## config.mk

```make
export PLATFORM = sky130hd
export DESIGN_NAME = lin_uart_break
export DESIGN_NICKNAME = d
export VERILOG_FILES = /design/src/lin_uart_break.v
export VERILOG_INCLUDE_DIRS = /design/src
export SDC_FILE = /design/constraint.sdc
export NUM_CORES = 1
export LEC_CHECK = 0
export ABC_AREA = 1
export BUFFER_PORTS_ARGS = -buffer_cell sky130_fd_sc_hd__buf_2
export CORE_ASPECT_RATIO = 1.1
export CORE_MARGIN = 2
export CORE_UTILIZATION = 55
export DETAILED_ROUTE_END_ITERATION = 7
export PLACE_DENSITY = 0.85
export SYNTH_ARGS = -nofsm -noshare
export SYNTH_HDL_FRONTEND = slang
export SYNTH_SLANG_ARGS = --single-unit
```

## constraint.sdc

```tcl
create_clock -name CLOCK -period 3.3 [get_ports CLOCK]
set_input_delay 0.66 -clock CLOCK [delete_from_list [all_inputs] [get_ports CLOCK]]
set_output_delay 0.66 -clock CLOCK [all_outputs]
set_load 0.03 [all_outputs]
```

## src/lin_uart_defines.vh

```
// constants for the lin break and baud generator block
// included by lin_uart_break.v; holds definitions only
`ifndef LIN_UART_DEFINES_VH
`define LIN_UART_DEFINES_VH
`define BRK_LEN_BASE 5'h0D
`define BRK_RX_MIN_BITS 4'hB
`define CLKSEL_TIMER 4'hB
`define CLKSEL_MAX_DIV 4'hA
`define DIVISOR_MIN 8'h04
`define RXBUF_RESET 8'hFF
`define FRAME_BITS 4'hA
`endif

```

## src/lin_uart_break.v

```verilog
// uart core for lin: break transmit/receive, baud generator, 8n1 data path
// assumes all inputs synchronous to CLOCK; control bits are plain ports
// What this block does
// - power bit set drives transmit pin high idle
// - trigger write with power and transmit enable starts break transmission
// - break holds pin low 13 to 20 bit times per length field
// - break end pulses transmit-complete, clears trigger, returns to normal mode
// - after break, transmitter idles until new data or new trigger
// - break-receive enable arms break reception; start detection as normal
// - low of 11+ bits raises receive-complete, clears flag and enable
// - valid break sets no overrun, parity or framing error
// - break does not load receive buffer; reset value kept
// - low of 9 or 10 bits: no interrupt, stay armed; shorter low ends as data frame
// - base clock reaches logic only while power bit set
// - separate 9-bit transmit and receive divide counters
// - transmit counter held zero unless power and transmit enable
// - transmit counter cleared on first write and each frame end
// - receive counter zero when disabled, runs from start to frame end
// - divisor k 4..255, baud equals base clock over 2k
// - clock select picks prescaler 2^n for 0..10, timer for 11
// - receive input filtered: two equal base-clock samples accepted
// - falling edge starts counter; low after k counts is start bit
`timescale 1ns/1ps
`include "lin_uart_defines.vh"
module lin_uart_break (
  input wire CLOCK,
  input wire RST,
  input wire UNIT_POWER_BIT,
  input wire TRANSMIT_ENABLE_BIT,
  input wire RECEIVE_ENABLE_BIT,
  input wire [3:0] BASE_CLOCK_SELECT,
  input wire [7:0] BAUD_DIVISOR_K,
  input wire [2:0] BREAK_LENGTH_FIELD,
  input wire BREAK_TRIGGER_WR,
  input wire BREAK_RX_ENABLE_WR,
  input wire TX_WRITE,
  input wire [7:0] TX_DATA,
  input wire AUX_TIMER_OUTPUT,
  input wire SERIAL_RX_PIN,
  output reg SERIAL_TX_PIN,
  output reg BREAK_TRANSMIT_TRIGGER,
  output reg BREAK_RECEIVE_ENABLE,
  output reg BREAK_RECEIVED_FLAG,
  output reg TRANSMIT_COMPLETE_IRQ,
  output reg RECEIVE_COMPLETE_IRQ,
  output reg [7:0] RECEIVE_BUFFER,
  output reg OVERRUN_ERROR_FLAG,
  output reg FRAMING_ERROR_FLAG,
  output reg PARITY_ERROR_FLAG,
  input wire RX_BUFFER_READ
);
  localparam TX_IDLE = 2'h0;
  localparam TX_DATA_S = 2'h1;
  localparam TX_BREAK = 2'h2;
  localparam RX_IDLE = 2'h0;
  localparam RX_START = 2'h1;
  localparam RX_BITS = 2'h2;

  // prescaler: base clock as a one-cycle enable
  reg [9:0] pre_reg;
  reg aux_d_reg;
  reg base_en;
  wire tx_on = UNIT_POWER_BIT & TRANSMIT_ENABLE_BIT;
  wire rx_on = UNIT_POWER_BIT & RECEIVE_ENABLE_BIT;
  always @(posedge CLOCK) begin
    if (RST | ~UNIT_POWER_BIT) begin
      pre_reg <= 10'h000;
      aux_d_reg <= 1'b0;
    end else begin
      pre_reg <= pre_reg + 10'h001;
      aux_d_reg <= AUX_TIMER_OUTPUT;
    end
  end
  // prescaler bits that must all be ones for a 2^n tick; a table keeps every index in range
  reg [9:0] pre_mask;
  always @* begin
    case (BASE_CLOCK_SELECT)
      4'h0: pre_mask = 10'h000;
      4'h1: pre_mask = 10'h001;
      4'h2: pre_mask = 10'h003;
      4'h3: pre_mask = 10'h007;
      4'h4: pre_mask = 10'h00F;
      4'h5: pre_mask = 10'h01F;
      4'h6: pre_mask = 10'h03F;
      4'h7: pre_mask = 10'h07F;
      4'h8: pre_mask = 10'h0FF;
      4'h9: pre_mask = 10'h1FF;
      4'hA: pre_mask = 10'h3FF;
      default: pre_mask = 10'h000;
    endcase
  end
  always @* begin
    base_en = 1'b0;
    if (UNIT_POWER_BIT) begin
      // the aux timer acts as a clock through its rising edges only
      if (BASE_CLOCK_SELECT == `CLKSEL_TIMER)
        base_en = AUX_TIMER_OUTPUT & ~aux_d_reg;
      else if (BASE_CLOCK_SELECT <= `CLKSEL_MAX_DIV)
        base_en = ((pre_reg & pre_mask) == pre_mask);
    end
  end

  // divisor below 4 is clamped; half bit = k base clocks, bit = 2k
  wire [7:0] k_val = (BAUD_DIVISOR_K < `DIVISOR_MIN) ? `DIVISOR_MIN : BAUD_DIVISOR_K;
  wire [8:0] bit_len = {k_val, 1'b0};

  // transmitter
  // a break counts whole base ticks from its trigger edge, so with a divided base clock
  // the low time may fall short by part of one base period
  reg [1:0] tx_state_reg;
  reg [8:0] tx_cnt_reg;
  reg [4:0] tx_bits_reg;
  reg [9:0] tx_shift_reg;
  wire tx_tick = base_en && (tx_cnt_reg == bit_len - 9'h001);
  always @(posedge CLOCK) begin
    if (RST) begin
      tx_state_reg <= TX_IDLE;
      tx_cnt_reg <= 9'h000;
      tx_bits_reg <= 5'h00;
      tx_shift_reg <= 10'h3FF;
      SERIAL_TX_PIN <= 1'b1;
      BREAK_TRANSMIT_TRIGGER <= 1'b0;
      TRANSMIT_COMPLETE_IRQ <= 1'b0;
    end else begin
      TRANSMIT_COMPLETE_IRQ <= 1'b0;
      if (!tx_on) begin
        tx_cnt_reg <= 9'h000;
        tx_state_reg <= TX_IDLE;
        SERIAL_TX_PIN <= 1'b1;
        BREAK_TRANSMIT_TRIGGER <= 1'b0;
      end else begin
        if (base_en)
          tx_cnt_reg <= tx_tick ? 9'h000 : tx_cnt_reg + 9'h001;
        case (tx_state_reg)
          TX_IDLE: begin
            SERIAL_TX_PIN <= 1'b1;
            if (BREAK_TRIGGER_WR) begin
              BREAK_TRANSMIT_TRIGGER <= 1'b1;
              tx_state_reg <= TX_BREAK;
              tx_cnt_reg <= 9'h000;
              tx_bits_reg <= `BRK_LEN_BASE + {2'b00, BREAK_LENGTH_FIELD};
              SERIAL_TX_PIN <= 1'b0;
            end else if (TX_WRITE) begin
              tx_cnt_reg <= 9'h000;
              // start bit goes out at once so the stop bit is whole before the interrupt
              SERIAL_TX_PIN <= 1'b0;
              tx_shift_reg <= {1'b1, TX_DATA, 1'b0};
              tx_bits_reg <= {1'b0, `FRAME_BITS};
              tx_state_reg <= TX_DATA_S;
            end
          end
          TX_DATA_S: begin
            if (tx_tick) begin
              SERIAL_TX_PIN <= tx_shift_reg[1];
              tx_shift_reg <= {1'b1, tx_shift_reg[9:1]};
              tx_bits_reg <= tx_bits_reg - 5'h01;
              if (tx_bits_reg == 5'h01) begin
                TRANSMIT_COMPLETE_IRQ <= 1'b1;
                tx_state_reg <= TX_IDLE;
              end
            end
          end
          TX_BREAK: begin
            SERIAL_TX_PIN <= 1'b0;
            if (tx_tick) begin
              tx_bits_reg <= tx_bits_reg - 5'h01;
              if (tx_bits_reg == 5'h01) begin
                SERIAL_TX_PIN <= 1'b1;
                TRANSMIT_COMPLETE_IRQ <= 1'b1;
                BREAK_TRANSMIT_TRIGGER <= 1'b0;
                tx_state_reg <= TX_IDLE;
              end
            end
          end
          default: tx_state_reg <= TX_IDLE;
        endcase
      end
    end
  end

  // receive noise filter on base clock
  reg rx_s1_reg;
  reg rx_s2_reg;
  reg rx_f_reg;
  reg rx_f_d_reg;
  always @(posedge CLOCK) begin
    if (RST) begin
      rx_s1_reg <= 1'b1;
      rx_s2_reg <= 1'b1;
      rx_f_reg <= 1'b1;
    end else if (base_en) begin
      rx_s1_reg <= SERIAL_RX_PIN;
      rx_s2_reg <= rx_s1_reg;
      if (rx_s1_reg == rx_s2_reg)
        rx_f_reg <= rx_s2_reg;
    end
  end

  // receiver
  reg [1:0] rx_state_reg;
  reg [8:0] rx_cnt_reg;
  reg [3:0] rx_bits_reg;
  reg [7:0] rx_shift_reg;
  reg rx_all_low_reg;
  reg rx_full_reg;
  wire rx_half = base_en && (rx_cnt_reg == {1'b0, k_val} - 9'h001);
  wire rx_full = base_en && (rx_cnt_reg == bit_len - 9'h001);
  always @(posedge CLOCK) begin
    if (RST) begin
      rx_f_d_reg <= 1'b1;
      rx_state_reg <= RX_IDLE;
      rx_cnt_reg <= 9'h000;
      rx_bits_reg <= 4'h0;
      rx_shift_reg <= 8'h00;
      rx_all_low_reg <= 1'b0;
      rx_full_reg <= 1'b0;
      RECEIVE_BUFFER <= `RXBUF_RESET;
      BREAK_RECEIVE_ENABLE <= 1'b0;
      BREAK_RECEIVED_FLAG <= 1'b0;
      RECEIVE_COMPLETE_IRQ <= 1'b0;
      OVERRUN_ERROR_FLAG <= 1'b0;
      FRAMING_ERROR_FLAG <= 1'b0;
      PARITY_ERROR_FLAG <= 1'b0;
    end else begin
      RECEIVE_COMPLETE_IRQ <= 1'b0;
      if (base_en)
        rx_f_d_reg <= rx_f_reg;
      // a read clears first, so an error raised in the same cycle survives
      if (RX_BUFFER_READ) begin
        rx_full_reg <= 1'b0;
        OVERRUN_ERROR_FLAG <= 1'b0;
        FRAMING_ERROR_FLAG <= 1'b0;
      end
      if (BREAK_RX_ENABLE_WR && rx_on) begin
        BREAK_RECEIVE_ENABLE <= 1'b1;
        BREAK_RECEIVED_FLAG <= 1'b1;
      end
      if (!rx_on) begin
        rx_cnt_reg <= 9'h000;
        rx_state_reg <= RX_IDLE;
      end else begin
        case (rx_state_reg)
          RX_IDLE: begin
            rx_cnt_reg <= 9'h000;
            if (base_en && rx_f_d_reg && !rx_f_reg)
              rx_state_reg <= RX_START;
          end
          RX_START: begin
            if (base_en)
              rx_cnt_reg <= rx_cnt_reg + 9'h001;
            if (rx_half) begin
              rx_cnt_reg <= 9'h000;
              if (!rx_f_reg) begin
                rx_state_reg <= RX_BITS;
                rx_bits_reg <= 4'h0;
                rx_all_low_reg <= 1'b1;
              end else
                rx_state_reg <= RX_IDLE;
            end
          end
          RX_BITS: begin
            if (base_en)
              rx_cnt_reg <= rx_full ? 9'h000 : rx_cnt_reg + 9'h001;
            if (rx_full) begin
              rx_bits_reg <= rx_bits_reg + 4'h1;
              if (rx_bits_reg < 4'h8) begin
                rx_shift_reg <= {rx_f_reg, rx_shift_reg[7:1]};
                if (rx_f_reg)
                  rx_all_low_reg <= 1'b0;
              end else if (BREAK_RECEIVE_ENABLE && rx_all_low_reg) begin
                // break: stop-bit slot samples the 10th bit; wait for high
                if (rx_f_reg) begin
                  rx_state_reg <= RX_IDLE;
                  // a rise first seen at slot ten or later means over ten and a half bits low
                  if (rx_bits_reg >= `BRK_RX_MIN_BITS - 4'h1) begin
                    RECEIVE_COMPLETE_IRQ <= 1'b1;
                    BREAK_RECEIVE_ENABLE <= 1'b0;
                    BREAK_RECEIVED_FLAG <= 1'b0;
                  end
                end else if (rx_bits_reg == 4'hF)
                  rx_bits_reg <= 4'hF;
                // no error flags, no buffer load on this path
              end else begin
                rx_state_reg <= RX_IDLE;
                RECEIVE_COMPLETE_IRQ <= 1'b1;
                FRAMING_ERROR_FLAG <= ~rx_f_reg;
                if (rx_full_reg)
                  OVERRUN_ERROR_FLAG <= 1'b1;
                else begin
                  RECEIVE_BUFFER <= rx_shift_reg;
                  rx_full_reg <= 1'b1;
                end
              end
            end
          end
          default: rx_state_reg <= RX_IDLE;
        endcase
      end
    end
  end
endmodule // lin_uart_break

```

==> results of run 1 <==
==> worst register-to-register path, stage by stage, from the launching register on <==
cell and delay [ns]:
dfxtp_1 0.43, nor2_1 0.06, nor2_1 0.07, o21ai_0 0.09, a21oi_1 0.16, nand3_2 0.25
buf_4 0.26, nor2_1 0.16, nand3_1 0.11, nor2_1 0.28, a21oi_1 0.11, nor3_1 0.19
==> power by group through the flow <==
stage | Clock, mW | Combinational [mW] | Sequential (mW)
finish | 0.755 | 0.223 | 0.987
global placement | 0 | 0.211 | 1.01
detailed placement | 0 | 0.218 | 1.01
global route | 0.814 | 0.251 | 0.989
floorplan | 0 | 0.149 | 1.01
CTS | 0.768 | 0.220 | 0.987
==> final cells by class <==
class                   instances  area (um^2)  share of cell area
flip-flops and latches         80         1602              0.2973
well taps                     111        138.9             0.02578
inverters                      97        366.6             0.06804
multi-input cells             518         2795              0.5188
repair buffers                 54        282.8             0.05248
clock buffers                  11        141.4             0.02624
clock inverters                 5        61.31             0.01138
==> logic make-up after synthesis <==
logic type      Yosys count  share of synthesized area
buf+inv                 110                    0.08916
xor+xnor                 13                    0.02359
simple gates            362                     0.3502
fa+ha+maj                20                    0.05184
compound gates          122                     0.1527
other cells               1                  0.0007769
flops                    80                     0.3318
==> synthesized netlist by cell type, types with 2 or more instances <==
cell type | count | area share
a211oi_1 | 8 | 0.012
a21oi_1 | 50 | 0.052
a21oi_2 | 2 | 0.0036
and3_1 | 2 | 0.0026
buf_2 | 3 | 0.0031
clkbuf_1 | 8 | 0.0062
dfxtp_1 | 80 | 0.33
ha_1 | 20 | 0.052
inv_1 | 93 | 0.072
inv_2 | 3 | 0.0023
nand2_1 | 150 | 0.12
nand2_2 | 15 | 0.019
nand2_4 | 2 | 0.0047
nand3_1 | 61 | 0.063
nand3_2 | 5 | 0.010
nand3_4 | 2 | 0.0073
nand3b_1 | 2 | 0.0031
nand4_1 | 14 | 0.018
nor2_1 | 77 | 0.060
nor2_2 | 5 | 0.0065
nor2_4 | 2 | 0.0047
nor3_1 | 16 | 0.017
nor3_2 | 2 | 0.0041
nor3b_1 | 2 | 0.0031
o211ai_1 | 3 | 0.0047
o211ai_2 | 8 | 0.021
o21a_1 | 3 | 0.0047
o21ai_0 | 36 | 0.037
o21ai_1 | 2 | 0.0021
o21ai_2 | 2 | 0.0036
o22ai_1 | 3 | 0.0039
o31ai_1 | 2 | 0.0031
or2_2 | 2 | 0.0026
xor2_1 | 12 | 0.022
==> routing by layer <==
layer / part of all wire / track usage / routed length [um]
met5: 0 / 0 / 0
met4: 0.023 / 0.1154 / 265
met3: 0.054 / 0.04499 / 627
met2: 0.50 / 0.4466 / 5790
met1: 0.42 / 0.2881 / 4872
==> how the worst max path moves through the flow <==
stage,end,cells past startpoint,start
final,RECEIVE_BUFFER[4],16,BAUD_DIVISOR_K[7]
after global routing,RECEIVE_BUFFER[4],16,BAUD_DIVISOR_K[7]
after CTS,RECEIVE_BUFFER[4],16,BAUD_DIVISOR_K[7]
after detailed placement,RECEIVE_BUFFER[4],16,BAUD_DIVISOR_K[7]
after global placement,RECEIVE_BUFFER[1],17,BAUD_DIVISOR_K[7]
after floorplan,RECEIVE_BUFFER[6],18,BAUD_DIVISOR_K[7]
==> metrics by stage <==
| stage | hold slack (ns) | utilization | instance area (um^2) | instances |
|---|---|---|---|---|
| 6_report | 0.4704 | 0.6375 | 5388 | 876 |
| 4_1_cts | 0.4727 | 0.6375 | 5388 | 876 |
| 5_1_grt | 0.4938 | 0.6375 | 5388 | 876 |
| 3_3_place_gp | 0.4475 | 0.6135 | 5185 | 860 |
| 2_1_floorplan | 0.4297 | - | 4827 | 708 |
| 3_5_place_dp | 0.4534 | 0.6135 | 5185 | 860 |
==> impl_metrics.yaml, run 1 <==
status:
  status: "completed"
drt:
  drc: 0
  finalWirelength_mm: 11.56
  vias: 4793
  wl_per_cell_um: 13.19
  viasPerCell: 5.471
  drtIter0Drc: 264
  first_pass_iters: 6
  ant_nets: 0
run:
  maxCapViolCount: 0
power:
  netSwitchingFraction: 0.2707
  combPwrFrac: 0.113
  power_density_nw_per_um2: 364.7
  intPower_mw: 1.433
  peakVddDrop_uv: 230.4
  seqPwrFrac: 0.502
  leakagePower_nw: 2.367
  p_clk_frac: 0.384
  power_mw: 1.965
  switchingPower_mw: 0.5318
timing:
  fmax_ghz: 0.3433
  hold_viol_final: 0
  layout_setup_ws_ns: 0.3872
  setup_viol: 0
  fin_crit_sh: 0.8827
  min_period_ns: 2.913
  tns_ns: 0
  finClkSkew_ns: 0.01173
  slew_headroom: 0.4569
  rsz0062_at_grt: "false"
  drv_slew: 0
  worstMarginPinSlew_ns: 0.8138
setup_path:
  timing.rr.end: "tx_cnt_reg[7]"
  path_cells: "buf_2 > nor2_2 > nand3_4 > nand2_2 > ha_1 > inv_1 > nor2_2 > nand4_1 > nand3_1 > nand3_2 > nor2_4 > nand3_4 > nor3_4 > nand2_4 > nand2_1 > o211ai_2"
  critical_path_class: "input pin to flop"
  end_kind: "flop"
  cp_data_required_time_ns: 3.50
  r2r_setup_slack_ns: 1.04
  reg2reg_depth: 11
  worst_setup_path_start_kind: "input pin"
  crit_fanout: 17
  slowest_delay_ns: 0.24
  worstReg2RegStart: "pre_reg[4]"
  slowest_stage: "nor3_4"
  cp.buffers_inverters: 2
  crit_arrival_ns: 3.11
  critPathTopFamily: "simple AND/OR/NAND/NOR gates"
synthesis:
  synth_nets: 762
  synth-seq-cells: 80
  yosysUniqueCellTypes: 45
  yosysSeqAreaShare: 0.3318
  yosysWarnings: 0
  avgSynthCellArea_um2: 6.818
  synth_area_um2: 4827
  synth_edf_count: 0
  synthFlopType: "dfxtp_1"
  netlist_instances: 708
  async_reset_ff_frac: 0
clock_tree:
  clock_sinks: 80
  clkLatencyLatePin_ns: 0.36
  cts_resized: 0
  clk_path_buf_depth: 2
  cts_buffers: 9
  hold_buffers: 0
  clkTransAtPathRegs_ns: 0.09
  cts_tree: "built"
  clockRootBuffer: "clkbuf_8"
  post_cts_buffers: 0
  h-tree-depth: 3
finish:
  fill_cells: 755
  most-common-layout-cells: "nand2_1, inv_1, dfxtp_1"
  diodes: 0
  layout_commonest_cell: "nand2_1"
  fin_nets: 814
  largest_reg_flops: 10
  area_growth_syn_to_layout_pct: 11.61
  drive_gt1_frac: 0.1595
grt:
  grt_pass1_wl_mm: 19.31
  gr-total-overflow: 0
  antenna_found_initial: 0
  grt_pass1_vias: 4503
  gr-usage-all-layers: 0.2489
  grt_max_degree: 25
floorplanning:
  die_w_um: 93.33
  ios: 51
  design.die.area_um2: 9543
  initial_utilization: 0.5711
  num_rows: 35
  fp.dieH_um: 102.3
  core_um2: 8452
min_path:
  holdCritPathClass: "flop to flop"
  hold_depth: 2
  worstHoldStart: "OVERRUN_ERROR_FLAG"
  min_to: "OVERRUN_ERROR_FLAG"
place:
  numPortBuffers: 49
  preCtsSetupSlack_ns: 0.04266
  gp_congestion: 0.9150
  place_hpwl_mm: 8.755
(Power assumes the default switching activity.)
==> run 2: changes to the inputs <==
BUFFER_PORTS_ARGS = -buffer_cell sky130_fd_sc_hd__buf_4   (was -buffer_cell sky130_fd_sc_hd__buf_2)
PLACE_DENSITY = 0.79   (was 0.85)
clock period = 2.8 ns   (was 3.3 ns; I/O delays follow)
==> run 2 against run 1 <==
  * Register-to-register slack got worse by 0.40 ns
  * Worst hold slack got worse by 0.075 ns
  * Critical path depth unchanged
  * Total power increased by 16%
  * Setup slack got worse by 0.16 ns
  * First-iteration DRC count decreased by 6.4%
  * Via count increased by 0.69%
  * Sequential share of layout area decreased by 1.6 points
  * Cell count increased by 2.7%
  * Clock power increased by 9.1%
  * Clock-buffer cell count decreased by 1
==> impl_metrics.yaml, run 2 (synthesis results as in run 1) <==
grt:
  gr-usage-all-layers: 0.2515
  gr-total-overflow: 0
  grt_max_degree: 25
  grt_pass1_vias: 4631
  antenna_found_initial: 0
  grt_pass1_wl_mm: 19.88
clock_tree:
  clockRootBuffer: "clkbuf_8"
  clk_path_buf_depth: 2
  clkTransAtPathRegs_ns: 0.09
  clkLatencyLatePin_ns: 0.36
  cts_tree: "built"
  clock_sinks: 80
  h-tree-depth: 3
  post_cts_buffers: 0
  cts_buffers: 9
timing:
  slew_headroom: 0.6504
  worstMarginPinSlew_ns: 0.5239
  rsz0062_at_grt: "false"
  setup_viol: 0
  whs_ns: 0.3955
  fin_crit_sh: 0.9180
  fmax_ghz: 0.3890
  min_period_ns: 2.570
  finClkSkew_ns: 0.01127
  hold_viol_final: 0
  drv_slew: 0
setup_path:
  startpoint: "BAUD_DIVISOR_K[3]"
  worstReg2RegStart: "pre_reg[2]"
  end_kind: "flop"
  worst_setup_path_start_kind: "input pin"
  cp_data_required_time_ns: 3.04
  crit_fanout: 17
  critical_path_class: "input pin to flop"
  crit_arrival_ns: 2.81
power:
  power_density_nw_per_um2: 401.3
  leakagePower_nw: 2.515
  peakVddDrop_uv: 227.4
finish:
  post-route-cell-area_um2: 5690
  fill_cells: 737
  multi_input_area_um2: 2809
  layout_commonest_cell: "nand2_1"
  drive_gt1_frac: 0.1863
  fin_nets: 838
  layout.area.seq_um2: 1602
  utilization: 0.6733
  diodes: 0
  most-common-layout-cells: "nand2_1, inv_1, dfxtp_1"
  largest_reg_flops: 10
  area_growth_syn_to_layout_pct: 17.88
drt:
  ant_nets: 0
  finalWirelength_mm: 11.29
  vias: 4826
  wl_per_cell_um: 12.54
  drtIter0Drc: 247
  drc: 0
  first_pass_iters: 7
  viasPerCell: 5.362
min_path:
  worstHoldStart: "TX_DATA[7]"
  holdCritPathClass: "input pin to flop"
place:
  numPortBuffers: 49
  gp_congestion: 0.9145
  place_area_um2: 5488
  place_hpwl_mm: 8.714
floorplanning:
  initial_utilization: 0.5711
  ios: 51
  num_rows: 35
  core_um2: 8452
  design.die.area_um2: 9543
  die_w_um: 93.33
  fp.dieH_um: 102.3
status:
  status: "completed"
run:
  maxCapViolCount: 0
-- run 2: stage by stage --
| step | power [mW] | std cells | setup slack [ns] | setup TNS (ns) |
|---|---|---|---|---|
| floorplan | 1.368 | 708 | 0.05663 | 0 |
| global placement | 1.472 | 884 | -0.04281 | -0.04982 |
| detailed placement | 1.481 | 884 | -0.1334 | -2.017 |
| CTS | 2.294 | 900 | 0.2349 | 0 |
| global route | 2.382 | 900 | 0.01655 | 0 |
| finish | 2.284 | 900 | 0.2296 | 0 |
-- run 2: final timing paths --
kind / end / slack [ns] / cells past startpoint
min: tx_shift_reg[8] / 0.40 / 3
min reg2reg: pre_reg[0] / 0.47 / 1
max reg2reg: tx_cnt_reg[7] / 0.64 / 13
max: RECEIVE_BUFFER[5] / 0.23 / 16
-- run 2: worst max-delay path, cell delays in order --
cell and delay [ns]:
buf_4 0.11, nor2_1 0.17, nand3_4 0.11, nand2_2 0.08, ha_1 0.17, inv_1 0.08
nor2_2 0.18, nand4_1 0.20, nand3_1 0.16, nand3_2 0.11, nor2_4 0.15, nand3_4 0.12
nor3_4 0.20, nand2_4 0.19, nand2_1 0.13, o211ai_2 0.07
-- run 2: per-layer routing --
| metal | vias to the layer above | GRT usage | wire length, um |
|---|---|---|---|
| met5 | - | 0 | 0 |
| met4 | 0 | 0.09615 | 236 |
| met2 | 113 | 0.4527 | 5666 |
| met3 | 28 | 0.03171 | 429 |
| met1 | 2214 | 0.3063 | 4957 |
| li1 | 2471 | - | - |
-- run 2: timing repair --
| action | 4_1_cts | 5_1_grt |
|---|---|---|
| gates resized for setup | 0 | 2 |
| setup endpoints to repair | 0 | 9 |
| hold buffers | 0 | 0 |
-- run 2: area by class of cell --
type,instances,share of cell area
flip-flops and latches,80,0.2814
clock inverters,6,0.009015
multi-input cells,518,0.4936
inverters,97,0.06442
repair buffers,78,0.1029
clock buffers,10,0.02419
well taps,111,0.02441
-- run 2: report_power, final --
part / switching, mW / total [mW] / internal [mW] / leakage (nW)
clock network: 0.467 / 0.824 / 0.357 / 0.0870
registers: 0.0103 / 1.16 / 1.15 / 0.647
logic: 0.174 / 0.297 / 0.123 / 1.78
total: 0.652 / 2.28 / 1.63 / 2.51
